## src/design/opt_pkg.sv

```systemverilog
// constants, enumerations and carrier structs of the one-shot pulse timer
package opt_pkg;

	// =========================================================
	// widths and reset values
	localparam int CNT_W = 8;
	localparam logic [7:0] PRIM_RST = 8'hFF;
	localparam logic [7:0] PRE_RST = 8'hFF;

	// =========================================================
	// count source timing, in master clocks
	localparam logic [2:0] DIV_RST = 3'h0;
	localparam logic [2:0] DIV8_LAST = 3'h7;
	// half a count-source period, rounded up to a whole clock
	localparam logic [2:0] HALF_F1 = 3'h1;
	localparam logic [2:0] HALF_F2 = 3'h1;
	localparam logic [2:0] HALF_F8 = 3'h4;
	localparam logic [2:0] HALF_COMP = 3'h1;

	// =========================================================
	// enumerations
	typedef enum logic [1:0]
	{
		SRC_F1 = 2'b00,
		SRC_F2 = 2'b01,
		SRC_F8 = 2'b10,
		SRC_COMP = 2'b11
	} opt_src_t;

	typedef enum logic [1:0]
	{
		ST_IDLE = 2'b00,
		ST_RUN = 2'b01,
		ST_TAIL = 2'b10
	} opt_state_t;

	// =========================================================
	// carrier structs
	typedef struct packed
	{
		opt_src_t src;
		logic count_enable_bit;
		logic pulse_mode;
		logic output_level_select_bit;
		logic gpio_level;
	} opt_tmr_cfg_t;

	typedef struct packed
	{
		logic pin_trigger_enable_bit;
		logic ext_irq_input_enable_bit;
		logic trigger_polarity_bit;
		logic both_edge_select_bit;
	} opt_pin_cfg_t;

endpackage

```

## src/design/opt_sync2.sv

```systemverilog
// two flip-flop synchroniser for asynchronous inputs
`timescale 1ns/100ps
module opt_sync2
#(
	parameter int W = 1
)
(
	// clock and reset
	input wire logic i_mclk,
	input wire logic i_reset_n,
	// data
	input wire logic [W-1:0] i_async,
	output logic [W-1:0] o_sync
);

	logic [W-1:0] meta_q;
	logic [W-1:0] sync_q;

	// =========================================================
	// the first stage feeds only the second stage
	always_ff @(posedge i_mclk or negedge i_reset_n)
	begin
		if (!i_reset_n)
		begin
			meta_q <= '0;
			sync_q <= '0;
		end
		else
		begin
			meta_q <= i_async;
			sync_q <= meta_q;
		end
	end

	assign o_sync = sync_q;

endmodule

```

## src/design/opt_oneshot_timer.sv

```systemverilog
// one-shot pulse mode of an 8-bit timer with prescaler
//
// Contract
// - count source is f1, f2, f8 or companion
// - underflow reloads, clears start bit; pulse ends with the timer irq
// - any stop reloads counters on the edge that halts
// - width is (prescaler+1)(primary+1) source periods
// - edges during pulse ignored, interrupt still raised
// - stop on reload, enable clear, start clear
// - timer interrupt half source cycle after underflow
// - output pin carries pulse; plain mode gives GPIO
// - trigger enable selects pin trigger role
// - reads return live counter values
// - writes update reload; counters take them at next reload
// - enabled writes reload only; else both
// - level select sets output pulse polarity
// - polarity bit selects active trigger edge
// - polarity bit matters only in single-edge mode
// - secondary period register unused in this mode
`timescale 1ns/100ps
module opt_oneshot_timer
#(
	parameter int CNT_W = opt_pkg::CNT_W
)
(
	// clock and reset
	input wire logic i_mclk,
	input wire logic i_reset_n,
	// configuration bits
	input wire opt_pkg::opt_tmr_cfg_t i_tmr_cfg,
	input wire opt_pkg::opt_pin_cfg_t i_pin_cfg,
	// start bit write strobes and readback
	input wire logic i_start_set,
	input wire logic i_start_clr,
	output logic o_oneshot_start_bit,
	// counter register writes and live reads
	input wire logic i_primary_wr,
	input wire logic i_prescaler_wr,
	input wire logic [CNT_W-1:0] i_wr_data,
	output logic [CNT_W-1:0] o_primary_count,
	output logic [CNT_W-1:0] o_prescaler_count,
	// companion timer underflow, same clock
	input wire logic i_comp_uflow,
	// pins and interrupt requests
	input wire logic i_ext_trigger_pin,
	output logic o_pulse_out_pin,
	output logic o_ext_irq,
	output logic o_timer_irq
);

	// =========================================================
	// trigger pin synchroniser and edge selection
	logic pin_s;
	logic pin_prev_q;
	logic pin_rise, pin_fall, pin_edge, trig_ok;

	opt_sync2 #(.W(1)) u_pin_sync
	(
		.i_mclk(i_mclk),
		.i_reset_n(i_reset_n),
		.i_async(i_ext_trigger_pin),
		.o_sync(pin_s)
	);

	always_ff @(posedge i_mclk or negedge i_reset_n)
	begin
		if (!i_reset_n)
			pin_prev_q <= 1'b0;
		else
			pin_prev_q <= pin_s;
	end

	// polarity only picks an edge in single-edge mode
	always_comb
	begin
		pin_rise = pin_s & ~pin_prev_q;
		pin_fall = ~pin_s & pin_prev_q;
		if (i_pin_cfg.both_edge_select_bit)
			pin_edge = pin_rise | pin_fall;
		else if (i_pin_cfg.trigger_polarity_bit)
			pin_edge = pin_fall;
		else
			pin_edge = pin_rise;
		// the pin acts as trigger only with both enables high
		trig_ok = pin_edge & i_pin_cfg.pin_trigger_enable_bit
			& i_pin_cfg.ext_irq_input_enable_bit;
	end

	// =========================================================
	// count source ticks and half-period lengths
	logic [2:0] div_q;
	logic [2:0] div_d;
	logic tick;
	logic [2:0] half_len;

	always_comb
	begin
		div_d = div_q + 3'h1;
		case (i_tmr_cfg.src)
			opt_pkg::SRC_F1:
			begin
				tick = 1'b1;
				half_len = opt_pkg::HALF_F1;
			end
			opt_pkg::SRC_F2:
			begin
				tick = div_q[0];
				half_len = opt_pkg::HALF_F2;
			end
			opt_pkg::SRC_F8:
			begin
				tick = (div_q == opt_pkg::DIV8_LAST);
				half_len = opt_pkg::HALF_F8;
			end
			default:
			begin
				tick = i_comp_uflow;
				half_len = opt_pkg::HALF_COMP;
			end
		endcase
	end

	always_ff @(posedge i_mclk or negedge i_reset_n)
	begin
		if (!i_reset_n)
			div_q <= opt_pkg::DIV_RST;
		else
			div_q <= div_d;
	end

	// =========================================================
	// counters, reload registers and sequencer
	opt_pkg::opt_state_t state_q, state_d;
	logic [CNT_W-1:0] prim_q, prim_d, prim_rl_q, prim_rl_d;
	logic [CNT_W-1:0] pre_q, pre_d, pre_rl_q, pre_rl_d;
	logic [2:0] tail_q, tail_d;
	logic start_q, start_d;
	logic pin_q, pin_d;
	logic eirq_q, eirq_d;
	logic tirq_q, tirq_d;
	logic uflow;
	logic stop;

	always_comb
	begin
		state_d = state_q;
		prim_d = prim_q;
		pre_d = pre_q;
		prim_rl_d = prim_rl_q;
		pre_rl_d = pre_rl_q;
		tail_d = tail_q;
		start_d = start_q;
		tirq_d = 1'b0;
		uflow = 1'b0;
		stop = (state_q == opt_pkg::ST_RUN)
			&& (!i_tmr_cfg.count_enable_bit || i_start_clr);
		case (state_q)
			opt_pkg::ST_IDLE:
			begin
				// a start needs the count enable already high
				if (i_tmr_cfg.count_enable_bit && i_tmr_cfg.pulse_mode
					&& (i_start_set || trig_ok))
				begin
					state_d = opt_pkg::ST_RUN;
					start_d = 1'b1;
				end
			end
			opt_pkg::ST_RUN:
			begin
				if (stop)
				begin
					// reload and halt on the same clock edge
					prim_d = prim_rl_q;
					pre_d = pre_rl_q;
					start_d = 1'b0;
					state_d = opt_pkg::ST_IDLE;
				end
				else if (tick)
				begin
					if (pre_q != '0)
						pre_d = pre_q - 1'b1;
					else if (prim_q != '0)
					begin
						pre_d = pre_rl_q;
						prim_d = prim_q - 1'b1;
					end
					else
					begin
						// both primary and prescaler reloads take part
						uflow = 1'b1;
						prim_d = prim_rl_q;
						pre_d = pre_rl_q;
						start_d = 1'b0;
						tail_d = half_len - 3'h1;
						state_d = opt_pkg::ST_TAIL;
					end
				end
			end
			opt_pkg::ST_TAIL:
			begin
				// pulse ends and interrupt fires together
				if (tail_q == 3'h0)
				begin
					tirq_d = 1'b1;
					state_d = opt_pkg::ST_IDLE;
				end
				else
					tail_d = tail_q - 3'h1;
			end
			default:
			begin
				state_d = opt_pkg::ST_IDLE;
				start_d = 1'b0;
			end
		endcase
		// writes reach the counter only while count is disabled
		if (i_primary_wr)
		begin
			prim_rl_d = i_wr_data;
			if (!i_tmr_cfg.count_enable_bit)
				prim_d = i_wr_data;
		end
		if (i_prescaler_wr)
		begin
			pre_rl_d = i_wr_data;
			if (!i_tmr_cfg.count_enable_bit)
				pre_d = i_wr_data;
		end
		// interrupt still raised for ignored trigger edges
		eirq_d = pin_edge & i_pin_cfg.ext_irq_input_enable_bit;
		// GPIO in plain mode; pulse rises a clock late to offset the tail
		if (!i_tmr_cfg.pulse_mode)
			pin_d = i_tmr_cfg.gpio_level;
		else if (state_q != opt_pkg::ST_IDLE
			&& state_d != opt_pkg::ST_IDLE)
			pin_d = i_tmr_cfg.output_level_select_bit;
		else
			pin_d = ~i_tmr_cfg.output_level_select_bit;
	end

	always_ff @(posedge i_mclk or negedge i_reset_n)
	begin
		if (!i_reset_n)
		begin
			state_q <= opt_pkg::ST_IDLE;
			prim_q <= opt_pkg::PRIM_RST;
			pre_q <= opt_pkg::PRE_RST;
			prim_rl_q <= opt_pkg::PRIM_RST;
			pre_rl_q <= opt_pkg::PRE_RST;
			tail_q <= 3'h0;
			start_q <= 1'b0;
			pin_q <= 1'b0;
			eirq_q <= 1'b0;
			tirq_q <= 1'b0;
		end
		else
		begin
			state_q <= state_d;
			prim_q <= prim_d;
			pre_q <= pre_d;
			prim_rl_q <= prim_rl_d;
			pre_rl_q <= pre_rl_d;
			tail_q <= tail_d;
			start_q <= start_d;
			pin_q <= pin_d;
			eirq_q <= eirq_d;
			tirq_q <= tirq_d;
		end
	end

	// =========================================================
	// outputs
	assign o_primary_count = prim_q;
	assign o_prescaler_count = pre_q;
	assign o_oneshot_start_bit = start_q;
	assign o_pulse_out_pin = pin_q;
	assign o_ext_irq = eirq_q;
	assign o_timer_irq = tirq_q;
endmodule

```

## config.mk

```make
export PLATFORM = sky130hd
export DESIGN_NAME = opt_oneshot_timer
export DESIGN_NICKNAME = d
export VERILOG_FILES = /design/src/design/opt_pkg.sv /design/src/design/opt_sync2.sv /design/src/design/opt_oneshot_timer.sv
export SDC_FILE = /design/constraint.sdc
export NUM_CORES = 1
export LEC_CHECK = 0
export BUFFER_PORTS_ARGS = -buffer_cell sky130_fd_sc_hd__buf_2
export CAP_MARGIN = 20
export CORE_AREA = 2 2 77 79
export DETAILED_ROUTE_END_ITERATION = 10
export DIE_AREA = 0 0 79 81
export GPL_TIMING_DRIVEN = 0
export PLACE_DENSITY = 0.83
export SYNTH_ARGS = -nofsm -noshare
export SYNTH_HDL_FRONTEND = slang
export SYNTH_SLANG_ARGS = --single-unit
```

## constraint.sdc

```tcl
create_clock -name i_mclk -period 2.19 [get_ports i_mclk]
set_input_delay 0.219 -clock i_mclk [delete_from_list [all_inputs] [get_ports i_mclk]]
set_output_delay 0.219 -clock i_mclk [all_outputs]
set_load 0.01 [all_outputs]
```

==> results of run 1 <==
-- state kept, by name, indices dropped and copies added, names as in the netlist --
register             cells
o_oneshot_start_bit      1
prim_rl_q                8
state_q                  2
o_primary_count          8
pre_rl_q                 8
tail_q                   3
div_q                    3
u_pin_sync.o_sync        1
o_pulse_out_pin          1
o_prescaler_count        8
pin_prev_q               1
o_ext_irq                1
o_timer_irq              1
u_pin_sync.meta_q        1
-- power breakdown --
group,total (mW),switching [mW],internal (mW)
Combinational,0.613,0.329,0.284
Clock,0.749,0.293,0.456
Sequential,1.22,0.158,1.06
-- cell usage in the layout, fill, tap and decap left out, types with 3 or more instances in the layout --
cell type  netlist  routed
buf_4            0       4
mux2i_1          5       4
nor3_1          10      10
nor2b_1          5       5
a31oi_1          5       5
inv_1           10       8
a211oi_1         3       3
ha_1             8       7
o21ai_0         13      10
nand2b_1         7       7
nor4_1           4       3
nand3_1          8       8
clkbuf_1         8       9
a21oi_1         22      21
a221oi_1         6       6
nand2_1         20      19
dfrtp_1         15      15
o22ai_1          4       4
mux2_2          18      17
clkbuf_8         0       5
nor2_1          26      25
dfstp_2         32      32
buf_2            1      42
-- logic make-up (layout without fill, tap and decap cells) --
logic type / count (synthesis) / in the layout / share of synthesized area [%]
mux: 23 / 23 / 9.30
buf+inv: 20 / 77 / 2.81
xor+xnor: 2 / 2 / 0.644
flops: 47 / 47 / 44.7
simple gates: 100 / 100 / 19.0
compound gates: 77 / 77 / 19.9
fa+ha+maj: 8 / 8 / 3.68
-- through the flow --
stage / utilization, % / setup slack (ns) / cells
2_1_floorplan: - / 0.00679 / 277
3_3_place_gp: 53.4 / -0.137 / 394
3_5_place_dp: 53.4 / -0.244 / 394
4_1_cts: 56.7 / -0.0231 / 403
5_1_grt: 59.0 / -0.112 / 409
6_report: 59.0 / -0.0325 / 409
-- synth_stat cells, types with 5 or more instances --
master	number	share of area, %
clkbuf_1	8	1.1
o21ai_0	13	2.4
inv_1	10	1.4
nor2_1	26	3.6
a21oi_1	22	4.0
mux2_2	18	7.5
nand3_1	8	1.5
nand2b_1	7	1.6
ha_1	8	3.7
nand2_1	20	2.8
nor3_1	10	1.8
a221oi_1	6	1.9
dfrtp_1	15	14
nor2b_1	5	1.2
a31oi_1	5	1.2
mux2i_1	5	1.8
dfstp_2	32	31
-- final timing paths --
kind	slack [ns]	end	depth (start not counted)	from
worst min-delay path	0.02	u_pin_sync.meta_q$_DFF_PN0_	1	i_ext_trigger_pin
worst max-delay path	-0.03	tail_q[2]$_DFFE_PN0P_	7	o_prescaler_count[0]$_DFF_PN1_
max in group asynchronous	1.41	o_primary_count[3]$_DFF_PN1_	3	i_reset_n
worst min register to register	0.35	u_pin_sync.o_sync$_DFF_PN0_	0	u_pin_sync.meta_q$_DFF_PN0_
worst max register to register	-0.03	tail_q[2]$_DFFE_PN0P_	7	o_prescaler_count[0]$_DFF_PN1_
min in group asynchronous	0.27	o_ext_irq$_DFF_PN0_	2	i_reset_n
-- layer usage --
metal	track usage (%)	part of all wire, %	vias to the layer above	wire length (µm)
met2	35.7	48	132	3470
li1	-	-	1146	-
met5	0	0	-	0
met3	4.11	8.0	18	583
met4	8.97	2.6	0	187
met1	29.0	42	1261	3010
-- worst max-delay path, stage by stage, from the launching register on --
cell      delay (ns)
dfstp_2         0.40
inv_2           0.08
ha_4            0.12
or3b_4          0.42
a2111o_1        0.45
o31ai_4         0.29
o21ai_2         0.11
a221oi_2        0.26
-- final cells by class --
cell class              instances  area share (%)
inverters                      10            1.12
flip-flops and latches         47            36.3
clock inverters                 2            1.79
repair buffers                 49            8.40
clock buffers                   6            2.17
well taps                      75            2.80
multi-input cells             210            46.1
plain buffers                  10            1.34
-- repair_timing --
item / 4_1_cts / 5_1_grt
resized for setup: 10 / 16
pin swaps: 3 / 14
endpoints found under the setup margin: 18 / 15
hold endpoints to repair: 0 / 12
buffers inserted: 1 / 4
hold buffers: 0 / 1
==> impl_metrics.json, run 1 <==
{
  "io_buffers": 42,
  "fin_area_um2": 3350,
  "placed_cell_area_um2": 3030,
  "cts.sinks": 47,
  "setup_tns_ns": -0.0591,
  "violations": "negative setup slack",
  "total_power_mw": 2.58,
  "cts_tree": "yes",
  "vias_per_cell": 6.25,
  "syn_avg_cell_area_um2": 9.82,
  "num-fill-cells": 479,
  "dp_hpwl_um": 5060,
  "rsz0062_at_grt": "true",
  "multiInputGateArea_um2": 1540,
  "fin_crit_ns": 2.22,
  "path_max_fanout": 5,
  "synth_seq_cells": 47,
  "cts_max_level": 2,
  "start_util_pct": 47.9,
  "synth_edf_count": 0,
  "ant_nets": 0,
  "slew_headroom_pct": 57.8,
  "gr-total-overflow": 0,
  "fin_skew_ns": 0.00553,
  "core_um2": 5680,
  "die_area_um2": 6400,
  "setup.worst_path.end_class": "flip-flop",
  "report.final.slew_viol_count": 0,
  "run_status": "finished with violations",
  "synth-main-ff-cell": "dfstp_2",
  "max_freq_mhz": 450,
  "nets": 367,
  "drive_gt1_share_pct": 38.3,
  "drtIter0Drc": 312,
  "worst_ep_arrival_time_ns": 2.44,
  "clk_pin_slew_worst_paths_ns": 0.09,
  "maxCapViolations": 0,
  "die_h_um": 81,
  "grt_pass1_vias": 2272,
  "cts-root-buf": "clkbuf_8",
  "hold_viol": 0,
  "tightest_slew_ns": 0.629,
  "worstSetupPathType": "reg2reg",
  "yosysWarnings": 0,
  "start_kind": "flip-flop",
  "wl_per_cell_um": 17.7,
  "remaining_drc_errors": 0,
  "hp-class": "in2reg",
  "die_w_um": 79,
  "wl_um": 7250,
  "grt_max_degree": 48,
  "postLayoutSetupSlackWorst_ns": -0.0325,
  "antenna_found_initial": 0,
  "syn_area_um2": 2720,
  "diodes": 0,
  "yosysUniqueCellTypes": 56,
  "critPathRequiredTime_ns": 2.41,
  "ys_seq_area_share_pct": 44.7,
  "worst_skew_pair.late_latency_ns": 0.30,
  "period_share_pct": 101,
  "p_per_area_nw_per_um2": 769,
  "setup_violations": 3,
  "placementRows": 28,
  "dr.pass1.iters": 5,
  "io_pins": 46,
  "gp_congestion": 0.913,
  "syn_nets": 311,
  "grt_pass1_wl_um": 11000,
  "syn-instance-count": 277,
  "dr_total_vias": 2557,
  "irDropWorstVdd_uv": 393,
  "cts_buffer_depth": 2,
  "whs_ns": 0.0171,
  "seq_area_um2": 1220,
  "grt_use_total_pct": 21.9,
  "async_flop_share_pct": 100,
  "area_delta_synth_final_pct": 23.2,
  "power_leakage_nw": 1.39,
  "cts_buffers": 5
}
Power figures use the tool's default switching activity.
==> run 2: changes to the inputs <==
Settings changed: TNS_END_PERCENT set to 20.
==> run 2 against run 1 <==
Net effect: hold slack better by 0.0025 ns; cell count stayed put; largest power group unchanged; worst setup slack better by 0.0083 ns; critical endpoint unchanged; clock skew is 0.0016 ns lower; the run still ends with negative setup slack left; fmax is 0.38% higher.
==> impl_metrics.json, run 2 (synthesized netlist as in run 1, its figures left out) <==
{
  "die_area_um2": 6400,
  "drive_gt1_share_pct": 38.3,
  "report.final.slew_viol_count": 0,
  "layout_commonest_cell": "buf_2",
  "worstSetupPathType": "reg2reg",
  "final_cell_mix": "buf_2 (42), dfstp_2 (32), nor2_1 (25)",
  "setup_tns_ns": -0.0341,
  "maxCapViolations": 0,
  "remaining_drc_errors": 0,
  "worst_ep_arrival_time_ns": 2.43,
  "timing.rr.end": "tail_q[2]$_DFFE_PN0P_",
  "worst_skew_pair.late_latency_ns": 0.30,
  "max_freq_mhz": 452,
  "hold_viol": 0,
  "start_util_pct": 47.9,
  "grt_pass1_wl_um": 11000,
  "cts_buffers": 5,
  "placementRows": 28,
  "period_share_pct": 101,
  "fin_crit_ns": 2.21,
  "ant_nets": 0,
  "power_leakage_nw": 1.38,
  "postLayoutSetupSlackWorst_ns": -0.0242,
  "rsz0062_at_grt": "true",
  "p_per_area_nw_per_um2": 768,
  "drtIter0Drc": 277,
  "violations": "negative setup slack",
  "run_status": "finished with violations",
  "wl_per_cell_um": 17.4,
  "vias_per_cell": 6.15,
  "grt_use_total_pct": 21.9,
  "cts_max_level": 2,
  "setup_violations": 2,
  "path_max_fanout": 5,
  "start_kind": "flip-flop",
  "dp_hpwl_um": 5060,
  "core_um2": 5680,
  "io_pins": 46,
  "nets": 367,
  "placed_cell_area_um2": 3030,
  "num-fill-cells": 485,
  "cts_tree": "yes",
  "cts.sinks": 47,
  "area_delta_synth_final_pct": 22.9,
  "gp_congestion": 0.913,
  "fin_area_um2": 3340,
  "die_h_um": 81,
  "hold_depth": 1,
  "diodes": 0,
  "critPathRequiredTime_ns": 2.40,
  "setup.worst_path.start": "o_prescaler_count[0]$_DFF_PN1_",
  "dr_total_vias": 2516,
  "cts_buffer_depth": 2,
  "fin_skew_ns": 0.00396,
  "min-delay-start": "i_ext_trigger_pin",
  "r2r_cells": 7,
  "grt_max_degree": 48,
  "gr-total-overflow": 0,
  "setup.worst_path.end_class": "flip-flop",
  "r2r_start": "o_prescaler_count[0]$_DFF_PN1_",
  "dr.pass1.iters": 4,
  "hp-class": "in2reg",
  "wl_um": 7100,
  "tightest_slew_ns": 0.642,
  "holdPathEnd": "u_pin_sync.meta_q$_DFF_PN0_",
  "die_w_um": 79,
  "cts-root-buf": "clkbuf_8",
  "slew_headroom_pct": 57.0,
  "reg2reg_slack_ns": -0.02,
  "grt_pass1_vias": 2272,
  "io_buffers": 42,
  "antenna_found_initial": 0,
  "irDropWorstVdd_uv": 391,
  "clk_pin_slew_worst_paths_ns": 0.08
}
==> run 2: cell types whose count changed in the layout (fill, tap and decap cells not counted) <==
| cell | change |
|---|---|
| nor4_4 | -1 |
| nor4_2 | +1 |
==> run 2: power by group <==
part           internal, mW  switching (mW)  leakage [nW]
registers              1.06           0.157         0.520
clock network         0.456           0.289        0.0654
logic                 0.283           0.322         0.794
==> run 2: worst max path at each step <==
stage | end | cells past startpoint
5_1_grt | tail_q[2]$_DFFE_PN0P_ | 7
3_3_place_gp | tail_q[0]$_DFFE_PN0P_ | 6
3_5_place_dp | tail_q[2]$_DFFE_PN0P_ | 7
6_report | tail_q[2]$_DFFE_PN0P_ | 7
2_1_floorplan | tail_q[0]$_DFFE_PN0P_ | 6
4_1_cts | tail_q[0]$_DFFE_PN0P_ | 4
==> run 2: cell type report <==
cell class	instances	area [µm²]	share of cell area (%)
Clock buffer	6	72.6	2.17
Timing Repair Buffer	49	282	8.42
Sequential cell	47	1220	36.4
Inverter	10	37.5	1.12
Buffer	10	45.0	1.35
Tap cell	75	93.8	2.81
Multi-Input combinational cell	210	1540	45.9
Clock inverter	2	60.1	1.80
==> run 2: layer usage <==
layer / up-vias / global-route usage (%) / routed length, µm
li1: 1146 / - / -
met1: 1223 / 29.0 / 2950
met4: 0 / 8.97 / 207
met3: 18 / 4.11 / 562
met2: 129 / 35.7 / 3370
met5: - / 0 / 0
==> run 2: what timing repair did <==
| action | in CTS | in global routing |
|---|---|---|
| endpoints found under the setup margin | 18 | 16 |
| pin swaps | 3 | 9 |
| hold buffers | 0 | 1 |
| gates cloned | 0 | 0 |
| gates resized for setup | 9 | 16 |
| buffers inserted | 1 | 4 |
| hold endpoints to repair | 0 | 12 |
==> run 2: per-stage QoR <==
stage	hold slack [ns]	util [%]	power, mW	instances	setup slack, ns
6_report	0.0196	58.9	2.57	409	-0.0242
3_5_place_dp	0.332	53.4	1.77	394	-0.244
4_1_cts	0.0197	56.6	2.53	403	-0.0230
5_1_grt	0.0167	58.9	2.70	409	-0.110
2_1_floorplan	-0.0766	-	1.54	277	0.00679
3_3_place_gp	0.334	53.4	1.74	394	-0.137
==> run 2: worst max-delay path, stage by stage, from the launching register on <==
cell,delay (ns)
dfstp_2,0.40
inv_2,0.08
ha_4,0.12
or3b_4,0.42
a2111o_1,0.45
o31ai_4,0.29
o21ai_2,0.11
a221oi_2,0.26
